**src/rtl/popl_pkg.sv**
```systemverilog
/*
  package for the port owner / power / line state block: bit positions,
  reset values and line state codes.
  assumes a single clock domain and a host register port with word access.
*/
`default_nettype none
package popl_pkg;
  localparam int          ROUTE_BIT     = 13;
  localparam int          POWER_BIT     = 12;
  localparam int          LS_HI_BIT     = 11;
  localparam int          LS_LO_BIT     = 10;
  localparam int          RSVD_BIT      = 9;
  localparam int          CFG_FLAG_BIT  = 0;
  localparam int          PPC_BIT       = 4;
  localparam logic        ROUTE_RST     = 1'h1;
  localparam logic        POWER_RST     = 1'h0;
  localparam logic [1:0]  LS_SE0        = 2'h0;
  localparam logic [1:0]  LS_K          = 2'h1;
  localparam logic [1:0]  LS_J          = 2'h2;
  localparam logic [1:0]  LS_UNDEF      = 2'h3;
  localparam int          SYNC_STAGES   = 3;
endpackage
`default_nettype wire

```
**src/rtl/popl_port.sv**
```systemverilog
/*
  port routing, port power and line state fields of one port status word.
  assumes software writes whole words on a one-cycle strobe, and that
  connect/enable status come from neighbouring logic on clk.
*/
// Notes on behaviour
// - routing flag resets 1, forced 1 unconfigured
// - configure flag rising clears routing flag
// - routing flag 1 hands port to companion
// - no power switch means flag reads 1
// - with switch, flag holds switch setting
// - unpowered port reports no status
// - overcurrent may clear power flag
// - line state bit11 plus, bit10 minus
// - line state valid only disabled and connected
// - line state encodes SE0, K, J, undefined
// - line state reads SE0 while unpowered
`default_nettype none
module popl_port (
  input  wire logic        clk,
  input  wire logic        rst,
  input  wire logic        ce,
  input  wire logic        wr_stb,
  input  wire logic [31:0] wr_data,
  input  wire logic        cfg_flag,
  input  wire logic        power_switch_capability,
  input  wire logic        overcurrent,
  input  wire logic        port_enabled,
  input  wire logic        connect_status,
  input  wire logic        dp_pin,
  input  wire logic        dm_pin,
  output logic [31:0]      rd_data,
  output logic             companion_owns,
  output logic             power_on
);
  import popl_pkg::*;

  //////////////////////////////////////////////////////////////////////////
  logic       route_reg;
  logic       route_next;
  logic       power_reg;
  logic       power_next;
  logic       cfg_prev_reg;
  logic [1:0] ls_reg;
  logic [31:0] rd_reg;
  logic       own_reg;
  logic       pwr_out_reg;
  logic       dp_lvl;
  logic       dm_lvl;

  popl_sync u_dp (
    .clk       (clk),
    .rst       (rst),
    .ce        (ce),
    .pin_in    (dp_pin),
    .level_out (dp_lvl)
  );
  popl_sync u_dm (
    .clk       (clk),
    .rst       (rst),
    .ce        (ce),
    .pin_in    (dm_pin),
    .level_out (dm_lvl)
  );

  //////////////////////////////////////////////////////////////////////////
  wire logic cfg_rise = cfg_flag & ~cfg_prev_reg;
  wire logic power_eff = ~power_switch_capability | power_reg;
  // write acceptance, used only by chk_route_write below
  wire logic route_wr_ok = wr_stb & cfg_flag & ~cfg_rise;

  // routing flag update
  // clear on configure edge wins over a write in the same cycle
  assign route_next = !cfg_flag ? 1'h1 :
                      cfg_rise  ? 1'h0 :
                      wr_stb    ? wr_data[ROUTE_BIT] : route_reg;

  // switch setting, overcurrent wins over write
  assign power_next = !power_switch_capability ? 1'h1 :
                      overcurrent ? 1'h0 :
                      wr_stb      ? wr_data[POWER_BIT] : power_reg;

  // line levels: plus line high bit
  wire logic [1:0] ls_now = {dp_lvl, dm_lvl};

  // line state only shown when meaningful
  wire logic ls_show = power_eff & ~port_enabled & connect_status;

  wire logic [1:0]  ls_field = ls_show ? ls_reg : LS_SE0;
  logic      [31:0] rd_word;
  always_comb begin
    rd_word                      = 32'h0;
    rd_word[ROUTE_BIT]           = route_reg;
    rd_word[POWER_BIT]           = power_eff;
    rd_word[LS_HI_BIT:LS_LO_BIT] = ls_field;
  end

  //////////////////////////////////////////////////////////////////////////
  always_ff @(posedge clk) begin
    if (rst) begin
      route_reg    <= ROUTE_RST;
      power_reg    <= POWER_RST;
      cfg_prev_reg <= 1'h0;
      ls_reg       <= LS_SE0;
      rd_reg       <= 32'h0;
      own_reg      <= ROUTE_RST;
      pwr_out_reg  <= 1'h0;
    end else if (ce) begin
      route_reg    <= route_next;
      power_reg    <= power_next;
      cfg_prev_reg <= cfg_flag;
      ls_reg       <= ls_now;
      rd_reg       <= rd_word;
      own_reg      <= route_next;
      pwr_out_reg  <= ~power_switch_capability | power_next;
    end
  end

  assign rd_data        = rd_reg;
  assign companion_owns = own_reg;
  assign power_on       = pwr_out_reg;

  //////////////////////////////////////////////////////////////////////////
  chk_route_forced: assert property (@(posedge clk) disable iff (rst)
    (ce && !cfg_flag) |=> route_reg) else $error("routing flag not forced");
  chk_route_clear: assert property (@(posedge clk) disable iff (rst)
    (ce && cfg_flag && !cfg_prev_reg) |=> !route_reg) else $error("routing not cleared");
  chk_owner_follows: assert property (@(posedge clk) disable iff (rst)
    ce |=> (companion_owns == route_reg)) else $error("owner mismatch");
  chk_power_fixed: assert property (@(posedge clk) disable iff (rst)
    (ce && !power_switch_capability) |=> ##1 (rd_data[POWER_BIT] || !$past(ce)))
    else $error("unswitched power not 1");
  chk_power_write: assert property (@(posedge clk) disable iff (rst)
    (ce && power_switch_capability && !overcurrent && wr_stb)
    |=> (power_reg == $past(wr_data[POWER_BIT]))) else $error("power write lost");
  chk_overcur_off: assert property (@(posedge clk) disable iff (rst)
    (ce && power_switch_capability && overcurrent) |=> !power_reg)
    else $error("overcurrent kept power");
  chk_ls_hidden: assert property (@(posedge clk) disable iff (rst)
    (ce && !ls_show) |=> (rd_data[LS_HI_BIT:LS_LO_BIT] == LS_SE0))
    else $error("status shown while hidden");
  chk_rsvd_zero: assert property (@(posedge clk) disable iff (rst)
    rd_data[RSVD_BIT] == 1'h0) else $error("reserved bit set");
  cov_release: cover property (@(posedge clk) wr_stb && wr_data[ROUTE_BIT]);
  cov_cfg_rise: cover property (@(posedge clk) cfg_rise);
  cov_k_state: cover property (@(posedge clk) ls_show && ls_reg == LS_K);
  cov_overcur: cover property (@(posedge clk) overcurrent && power_reg);
  cov_frozen_write: cover property (@(posedge clk) !ce && wr_stb);

  //////////////////////////////////////////////////////////////////////////
  // the read word trails the flags by one edge, so its checks look one edge on; owner and power outputs load with the flags
  // reset, clock enable, routing flag and ownership
  chk_route_reset: assert property (
    @(posedge clk)
    rst |=> (route_reg && companion_owns)
  ) else $error("routing flag not set by reset");
  chk_reset_quiet: assert property (
    @(posedge clk)
    rst |=> (!power_on && (rd_data == 32'h0))
  ) else $error("reset left status showing");
  chk_route_write: assert property (
    @(posedge clk) disable iff (rst)
    (ce && route_wr_ok) |=> (route_reg == $past(wr_data[ROUTE_BIT]))
  ) else $error("routing write lost");
  chk_route_hold: assert property (
    @(posedge clk) disable iff (rst)
    (ce && cfg_flag && !cfg_rise && !wr_stb) |=> $stable(route_reg)
  ) else $error("routing flag moved by itself");
  chk_rise_wins: assert property (
    @(posedge clk) disable iff (rst)
    (ce && cfg_rise && wr_stb) |=> !companion_owns
  ) else $error("write beat configure edge");
  chk_all_frozen: assert property (
    @(posedge clk) disable iff (rst)
    !ce |=> ($stable(companion_owns) && $stable(power_on) && $stable(rd_data))
  ) else $error("outputs moved while frozen");
  chk_rd_route: assert property (
    @(posedge clk) disable iff (rst)
    ce |=> (rd_data[ROUTE_BIT] == $past(route_reg))
  ) else $error("routing bit not read back");

  // port power
  chk_power_unswitched: assert property (
    @(posedge clk) disable iff (rst)
    (ce && !power_switch_capability) |=> power_on
  ) else $error("unswitched port not powered");
  chk_power_out: assert property (
    @(posedge clk) disable iff (rst)
    ce |=> (power_on == (!$past(power_switch_capability) || power_reg))
  ) else $error("power output differs from flag");
  chk_power_hold: assert property (
    @(posedge clk) disable iff (rst)
    (ce && power_switch_capability && !overcurrent && !wr_stb) |=> $stable(power_reg)
  ) else $error("power flag moved by itself");
  chk_overcur_wins: assert property (
    @(posedge clk) disable iff (rst)
    (ce && power_switch_capability && overcurrent && wr_stb) |=> !power_on
  ) else $error("write beat overcurrent");

  // line state and the rest of the word
  chk_ls_levels: assert property (
    @(posedge clk) disable iff (rst)
    ce |=> (ls_reg == {$past(dp_lvl), $past(dm_lvl)})
  ) else $error("line levels in wrong bits");
  chk_ls_shown: assert property (
    @(posedge clk) disable iff (rst)
    (ce && ls_show) |=> (rd_data[LS_HI_BIT:LS_LO_BIT] == $past(ls_reg))
  ) else $error("line state not shown");
  chk_ls_enabled: assert property (
    @(posedge clk) disable iff (rst)
    (ce && port_enabled) |=> (rd_data[LS_HI_BIT:LS_LO_BIT] == LS_SE0)
  ) else $error("line state shown while enabled");
  chk_ls_unpowered: assert property (
    @(posedge clk) disable iff (rst)
    (ce && !power_eff) |=> (rd_data[LS_HI_BIT:LS_LO_BIT] == LS_SE0)
  ) else $error("line state shown while unpowered");
  chk_rd_unused: assert property (
    @(posedge clk)
    (rd_data[31:ROUTE_BIT+1] == 18'h0) && (rd_data[LS_LO_BIT-1:0] == 10'h0)
  ) else $error("unused word bits set");
endmodule
`default_nettype wire

```
**src/rtl/popl_sync.sv**
```systemverilog
/*
  three-stage synchroniser with agreement filter for one pin.
  assumes the input is asynchronous to clk.
*/
`default_nettype none
module popl_sync (
  input  wire logic clk,
  input  wire logic rst,
  input  wire logic ce,
  input  wire logic pin_in,
  output var  logic level_out
);
  logic s1_reg;
  logic s2_reg;
  logic s3_reg;
  logic lvl_reg;
  wire  logic agree = (s2_reg == s3_reg);

  always_ff @(posedge clk) begin
    if (rst) begin
      s1_reg  <= 1'h0;
      s2_reg  <= 1'h0;
      s3_reg  <= 1'h0;
      lvl_reg <= 1'h0;
    end else if (ce) begin
      s1_reg <= pin_in;
      s2_reg <= s1_reg;
      s3_reg <= s2_reg;
      if (agree) begin
        lvl_reg <= s3_reg;
      end
    end
  end

  assign level_out = lvl_reg;
endmodule
`default_nettype wire

```
**config.mk**
```make
export PLATFORM = sky130hd
export DESIGN_NAME = popl_port
export DESIGN_NICKNAME = d
export VERILOG_FILES = /design/src/rtl/popl_pkg.sv /design/src/rtl/popl_port.sv /design/src/rtl/popl_sync.sv
export SDC_FILE = /design/constraint.sdc
export NUM_CORES = 1
export LEC_CHECK = 0
export BUFFER_PORTS_ARGS = -buffer_cell sky130_fd_sc_hd__buf_2
export CELL_PAD_IN_SITES_DETAIL_PLACEMENT = 1
export CELL_PAD_IN_SITES_GLOBAL_PLACEMENT = 1
export CORE_MARGIN = 2
export CORE_UTILIZATION = 27
export CTS_CLUSTER_SIZE = 10
export DETAILED_ROUTE_END_ITERATION = 12
export PLACE_DENSITY_LB_ADDON = 0.1
export RECOVER_POWER = 25
export SLEW_MARGIN = 15
export SYNTH_ARGS = -nofsm -noshare
export SYNTH_HDL_FRONTEND = slang
export SYNTH_SLANG_ARGS = --single-unit
```
**constraint.sdc**
```tcl
create_clock -name clk -period 2.6 [get_ports clk]
set_input_delay 0.26 -clock clk [delete_from_list [all_inputs] [get_ports clk]]
set_output_delay 0.26 -clock clk [all_outputs]
set_load 0.03 [all_outputs]
```
-- Yosys cells after proc, flatten, opt, wreduce, memory -nomap -nowiden
Index checks and enable logic that the tools add are counted.
- bits in registers: 18
- input port bits: 43
- output and inout bits: 34
- multiplexer cells: 7
- equality and inequality tests: 3
- bitwise operators: 8
- reductions and logical operators: 3
- operators with widths (cell ; number):
    1-bit two-way mux ; 6
    2-bit AND reduction ; 3
    1-bit bitwise AND ; 3
    3-bit by 2-bit inequality test with 1-bit output, second input constant ; 1
    1-bit inverter ; 3
    1-bit equality test ; 2
    2-bit two-way mux ; 1
    1-bit bitwise OR ; 2

-- Longest topological paths before layout
Gate-level depths: netlist of run 1.
- depth in word-level cells: 5
- mapped depth: 4
- gate-level depth less buffers: 3

-- Hierarchy
A second synthesis of run 1 with hierarchy kept.
- cells, all modules: 98
- area total of the unflattened synthesis: 945.9 µm²
- modules (own cells, without submodules) (module ; cells each ; area each (µm²) ; instances):
    popl_port ; 66 ; 603.1 ; 1
    popl_sync ; 16 ; 171.4 ; 2

-- Worst setup path before layout of run 1
OpenSTA, ideal clock, no wires.
- path kind: reg-to-reg
- start point: reg power_on (netlist name)
- end point: reg rd_reg[10], in the netlist rd_data[10]
- slack: 1.522 ns
- arrival time: 1.019 ns
- buffers on the path: 0
- cell stages (with the launch flop): 4
- data required time: 2.540 ns
- period minus slack after synthesis: 1.078 ns
- setup time: 0.060 ns
- cells stage by stage: dfxtp_1 > nor2b_1 > nor4_4 > a22o_1
- RTL lines (what ; line ; text):
    to (signal assigned) ; popl_port.sv:113 ; rd_reg <= rd_word;
    to (decl) ; popl_port.sv:45 ; logic [31:0] rd_reg;

==> results by group, run 1 <==
STA
  – Clk_skew: 0.006218 ns
  – Max-slew violation count: 0
  – Final hold slack: 0.2135 ns
  – Max-slew headroom: 0.2501
  – Fin crit share: 0.5539
  – Final Hold Viols: 0
  – RSZ-0062 raised after global routing: no
  – Tmin final: 1.440 ns
  – Setup violations, final: 0
  – Maximum clock frequency: 0.6944 GHz
  – Setup TNS: 0 ns
  – Setup WS post-layout: 1.160 ns
  – Slew @ Worst Pin: 1.125 ns

Setup path
  – Critical R2R Launch: power_on$_SDFFE_PP0P_
  – Worst setup EP type: register
  – Critical path peak fanout: 21
  – Crit path kind: input pin to register
  – Critical path launch point: ce
  – WP data arrival: 1.68 ns
  – WP data required: 2.84 ns
  – CP Launch Type: input pin

Route
  – Initial drt markers: 38
  – First-pass DRT Iterations: 3
  – DR WL/cell: 9.350 µm
  – Final antenna-violating net count: 0
  – Vias post-DR: 587
  – DRC: 0
  – WL final: 1468 µm
  – Vias/cell: 3.739

Global route
  – Largest net degree at the start of global routing: 22
  – GRT overflow: 0
  – First-pass GRT wire length: 2242 µm
  – Antenna violations before repair: 0
  – Vias in the first global route: 498
  – Overall global routing resource usage: 0.08255

Pwr
  – VDD IR max: 0.2723 mV
  – Leak: 0.4612 nW
  – Total power: 0.5226 mW
  – P per Cell Area: 565.9 mW/mm²

Floorplan
  – Width of the die: 61.52 µm
  – Starting Density: 0.2879
  – Core area: 0.003103 mm²
  – Ports: 77
  – Die Footprint: 0.003785 mm²
  – DIE HEIGHT: 61.52 µm
  – FP Rows: 20

Final layout
  – Layout area overhead: 3.361%
  – Diode count: 0
  – Layout Cells excl Fill: 157
  – Nets: 157
  – Flip-flop count of the largest register after layout: 4
  – Ratio of cells with drive above 1 in the final layout: 0.2035

Yosys
  – #FFs+latches synth: 17
  – Register area share after synthesis: 0.3810
  – Asr flop ratio synth: 0
  – Cells after Synth: 96
  – EDFF count, synth: 0
  – Yosys Warn Count: 0
  – Commonest cells in the netlist: buf_4, dfxtp_1, nor2_1, mux2i_1, nand2_1
  – Synthesized area: 893.4 µm²
  – Area share of the leading cell type in the synthesized netlist: 0.3810
  – Top_reg_cell synth: dfxtp_1
  – Unique masters post-synth: 22
  – Syn avg cell area: 9.306 µm²
  – Most frequent cell after synthesis: buf_4
  – Cell taking the most area after synthesis: dfxtp_1
  – Area contributors post-synth: dfxtp_1, buf_4, mux2i_1

Min path
  – Hold path startpoint: dp_pin
  – Worst min path class: input pin to register

Outcome
  – Outcome: complete, no violations

Clock network
  – CTS max path bufs: 2
  – Worst-path clk slew: 0.10 ns
  – Hold buffers post-CTS: 0
  – Clock sinks: 17
  – Clock H-tree levels: 1
  – Cts repair resizes: 0
  – Post-CTS Setup Repair Bufs: 0
  – Total CTS buffers: 3
  – Clock Latency Late Sink: 0.29 ns
  – CTS tree: yes
  – Root buffer cell: clkbuf_4

Placed design
  – Setup WS pre-CTS: 1.325 ns
  – DP Wirelength: 1105 µm
  – Placed cell count: 153
  – IO Port Bufs: 18
  – Gpl congestion: 0.6334

Job
  – Max-cap violation count: 0
## where the power goes
group          internal [mW]  total, mW  leakage [nW]  switching [mW]
clock                 0.0596      0.139        0.0150          0.0798
combinational         0.0220      0.108         0.307          0.0864
sequential             0.269      0.275         0.139         0.00563
total                  0.351      0.523         0.461           0.172
## stage by stage
stage / cell area [µm²] / util
6_report: 923.4 / 0.2976
2_1_floorplan: 994.7 / -
5_1_grt: 923.4 / 0.2976
3_5_place_dp: 898.4 / 0.2895
4_1_cts: 924.6 / 0.2980
3_3_place_gp: 898.4 / 0.2895
## worst max-delay path, stage by stage
cell,delay (ns)
clkbuf_1,0.81
nand2_1,0.21
nor4_4,0.23
a22o_1,0.17
## per-layer routing
metal  vias up  wire length (µm)  GRT usage
met5         -                 0          0
met4         0                 0    0.01824
met3         0               155    0.04412
met2        31               662     0.1203
met1       255               650     0.1081
li1        301                 -          -
## path summary, 6_finish.rpt
kind	endpoint	slack, ns	cells past startpoint
max	rd_data[10]$_SDFFE_PP0P_	1.16	4
min	u_dp.s1_reg$_SDFFE_PP0P_	0.21	3
max reg2reg	rd_data[10]$_SDFFE_PP0P_	1.64	3
min reg2reg	cfg_prev_reg$_SDFFE_PP0P_	0.48	2
## cells in the final DEF (no fill, tap or decap), types with 2 or more instances in the layout
| cell type | count |
|---|---|
| clkbuf_1 | 2 |
| conb_1 | 28 |
| nor2_1 | 12 |
| dfxtp_1 | 17 |
| clkbuf_4 | 3 |
| o21ai_1 | 2 |
| buf_2 | 17 |
| a22o_1 | 2 |
| nand2_1 | 5 |
| a21o_1 | 2 |
| a21oi_1 | 3 |
| mux2i_1 | 10 |
## layout make-up
cell class	instances	area [µm²]
well taps	44	55.05
multi-input cells	73	409.1
clock buffers	4	26.28
inverters	1	3.754
fillers	405	2180
flip-flops and latches	17	340.3
repair buffers	18	88.84
## cells by family (layout without fill, tap and decap cells)
logic type      after synthesis  after routing  synth area share
simple gates                 23             23            0.1387
buf+inv                      33             23            0.2745
compound gates               12             12           0.08963
mux                          10             10            0.1120
other cells                   1             28          0.004198
flops                        17             17            0.3810
Note: power is estimated with default switching activity, not from simulation.
==> inputs of run 2 (changes only) <==
- ABC_AREA: unset -> 1
- CORE_UTILIZATION: 27 -> 21
- clock period: 2.6 -> 1.3 ns (I/O delays scaled with it)
==> results by group, run 2 <==
Outcome
  – Outcome: complete, no violations

Yosys
  – Asr flop ratio synth: 0 (unchanged)
  – #FFs+latches synth: 17 (unchanged)
  – Syn avg cell area: 7.333 µm² (-21%)
  – Commonest cells in the netlist: buf_4, dfxtp_1, nand2_1, nor2_1, o21ai_0
  – Register area share after synthesis: 0.3804 (-0.0005328)
  – Synthesized area: 894.6 µm² (+0.14%)
  – Top_reg_cell synth: dfxtp_1
  – Cell taking the most area after synthesis: dfxtp_1
  – Yosys Warn Count: 0 (unchanged)
  – Area contributors post-synth: dfxtp_1, buf_4, o21ai_0
  – Area share of the leading cell type in the synthesized netlist: 0.3804 (-0.0005328)
  – Most frequent cell after synthesis: buf_4
  – EDFF count, synth: 0 (unchanged)
  – Cells after Synth: 122 (+27%)
  – Unique masters post-synth: 14 (-36%)

Global route
  – Overall global routing resource usage: 0.08111 (-0.001431)
  – Antenna violations before repair: 0 (unchanged)
  – Vias in the first global route: 698 (+40%)
  – First-pass GRT wire length: 3105 µm (+38%)
  – Largest net degree at the start of global routing: 15 (-32%)
  – GRT overflow: 0 (unchanged)

Setup path
  – Critical path peak fanout: 3 (-86%)
  – CP Launch Type: register
  – Worst R2R End: rd_data[10]$_SDFFE_PP0P_
  – Critical R2R Launch: power_on$_SDFFE_PP0P_
  – Buffers & Inverters on Critical Path: 1 (unchanged)
  – Crit path kind: register to output port
  – Worst setup EP type: output port
  – Worst-path cell chain: buf_2
  – Reg-to-reg slack, setup: 0.52 ns (-1.12 ns)
  – Cell family with most CP delay: flip-flops
  – Largest stage delay, worst path: 0.34 ns (-0.47 ns)
  – WP data required: 1.17 ns (-1.67 ns)
  – Worst R2R Path Depth: 4 (+1)
  – Slowest cell on crit path: dfxtp_1
  – WP data arrival: 0.80 ns (-0.88 ns)

Clock network
  – Clock Latency Late Sink: 0.25 ns (-0.04 ns)
  – Total CTS buffers: 3 (unchanged)
  – Hold buffers post-CTS: 0 (unchanged)
  – Worst-path clk slew: 0.07 ns (-0.03 ns)
  – Cts repair resizes: 0 (unchanged)
  – Clock H-tree levels: 1 (unchanged)
  – CTS tree: yes
  – Root buffer cell: clkbuf_8
  – Post-CTS Setup Repair Bufs: 0 (unchanged)
  – Clock sinks: 17 (unchanged)
  – CTS max path bufs: 2 (unchanged)

Floorplan
  – Starting Density: 0.2205 (-0.06743)
  – Width of the die: 69.27 µm (+13%)
  – Core area: 0.004058 mm² (+31%)
  – Die Footprint: 0.004798 mm² (+27%)
  – Ports: 77 (unchanged)
  – DIE HEIGHT: 69.27 µm (+13%)
  – FP Rows: 23 (+15%)

STA
  – RSZ-0062 raised after global routing: no
  – Setup WS post-layout: 0.3733 ns (-0.7867 ns)
  – Max-slew violation count: 0 (unchanged)
  – Fin crit share: 0.7129
  – Maximum clock frequency: 1.079 GHz
  – Setup violations, final: 0 (unchanged)
  – Clk_skew: 0.001233 ns (-0.004985 ns)
  – Setup TNS: 0 ns (unchanged)
  – Tmin final: 0.9267 ns
  – Final Hold Viols: 0 (unchanged)

Final layout
  – Diode count: 0 (unchanged)
  – Most common cell after layout, fill and taps aside: conb_1
  – Ratio of cells with drive above 1 in the final layout: 0.1631 (-0.04042)
  – Most frequent cells in the layout: conb_1, nand2_1, dfxtp_1, buf_2, nor2_1
  – Flip-flop count of the largest register after layout: 4 (unchanged)
  – Layout area overhead: 7.832%
  – Nets: 185 (+18%)
  – Layout Cells excl Fill: 191 (+22%)

Route
  – DRC: 0 (unchanged)
  – Vias post-DR: 704 (+20%)
  – WL final: 1819 µm (+24%)
  – First-pass DRT Iterations: 4 (+1)
  – Initial drt markers: 21 (-45%)
  – Vias/cell: 3.686 (-1.4%)
  – DR WL/cell: 9.524 µm (+1.9%)
  – Final antenna-violating net count: 0 (unchanged)

Placed design
  – IO Port Bufs: 18 (unchanged)
  – DP Wirelength: 1403 µm (+27%)
  – Placed cell count: 187 (+22%)
  – Setup WS pre-CTS: 0.3239 ns (-1.001 ns)
  – Gpl congestion: 0.6950 (+9.7%)

Min path
  – Hold path endpoint: u_dp.s1_reg$_SDFFE_PP0P_
  – Worst min path class: input pin to register
  – Hold path startpoint: dp_pin
  – Worst Hold Path Cells: 3 (unchanged)

Pwr
  – P per Cell Area: 1252 mW/mm² (+120%)
  – Leak: 0.5082 nW (+10%)
  – VDD IR max: 0.4593 mV (+69%)

Job
  – Max-cap violation count: 0 (unchanged)
run 2: where the power goes:
| part | switching, mW | leakage (nW) | internal, mW | total (mW) |
|---|---|---|---|---|
| logic | 0.196 | 0.343 | 0.0490 | 0.245 |
| registers | 0.0141 | 0.140 | 0.550 | 0.564 |
| clock network | 0.186 | 0.0255 | 0.213 | 0.399 |
| total | 0.396 | 0.508 | 0.811 | 1.21 |
run 2: logic make-up after synthesis:
logic type      after synthesis  share of synthesized area
compound gates               25                     0.1413
buf+inv                      44                     0.3203
flops                        17                     0.3804
other cells                   1                   0.004192
simple gates                 35                     0.1538
run 2: cell type report:
class | count | area (µm²)
fillers | 520 | 3093
multi-input cells | 88 | 366.6
flip-flops and latches | 17 | 340.3
repair buffers | 20 | 103.9
well taps | 50 | 62.56
inverters | 12 | 45.04
clock buffers | 3 | 41.29
clock inverters | 1 | 5.005
run 2: metal layers:
metal	up-vias	share of wire	wire (µm)	track usage
met3	2	0.092	167	0.03924
met4	0	0.010	19	0.02614
met2	34	0.44	795	0.1293
met1	308	0.46	837	0.09549
met5	-	0	0	0
li1	360	-	-	-
run 2: worst max path at each step:
| stage | startpoint | to | depth (start not counted) |
|---|---|---|---|
| after global placement | rst | rd_data[11]$_SDFFE_PP0P_ | 4 |
| after detailed placement | rst | rd_data[13]$_SDFFE_PP0P_ | 4 |
| after floorplan | power_on$_SDFFE_PP0P_ | rd_data[10]$_SDFFE_PP0P_ | 4 |
| final | power_on$_SDFFE_PP0P_ | power_on | 1 |
| after CTS | power_on$_SDFFE_PP0P_ | power_on | 1 |
| after global routing | power_on$_SDFFE_PP0P_ | power_on | 1 |
run 2: metrics by stage:
stage / power, mW / utilization / area (µm²) / hold WS [ns]
3_3_place_gp: 0.8198 / 0.2273 / 922.1 / 0.3448
2_1_floorplan: 0.8377 / - / 996.0 / 0.1991
5_1_grt: 1.288 / 0.2377 / 964.7 / 0.1089
4_1_cts: 1.238 / 0.2387 / 968.4 / 0.07253
6_report: 1.208 / 0.2377 / 964.7 / 0.09968
3_5_place_dp: 0.8238 / 0.2273 / 922.1 / 0.3460
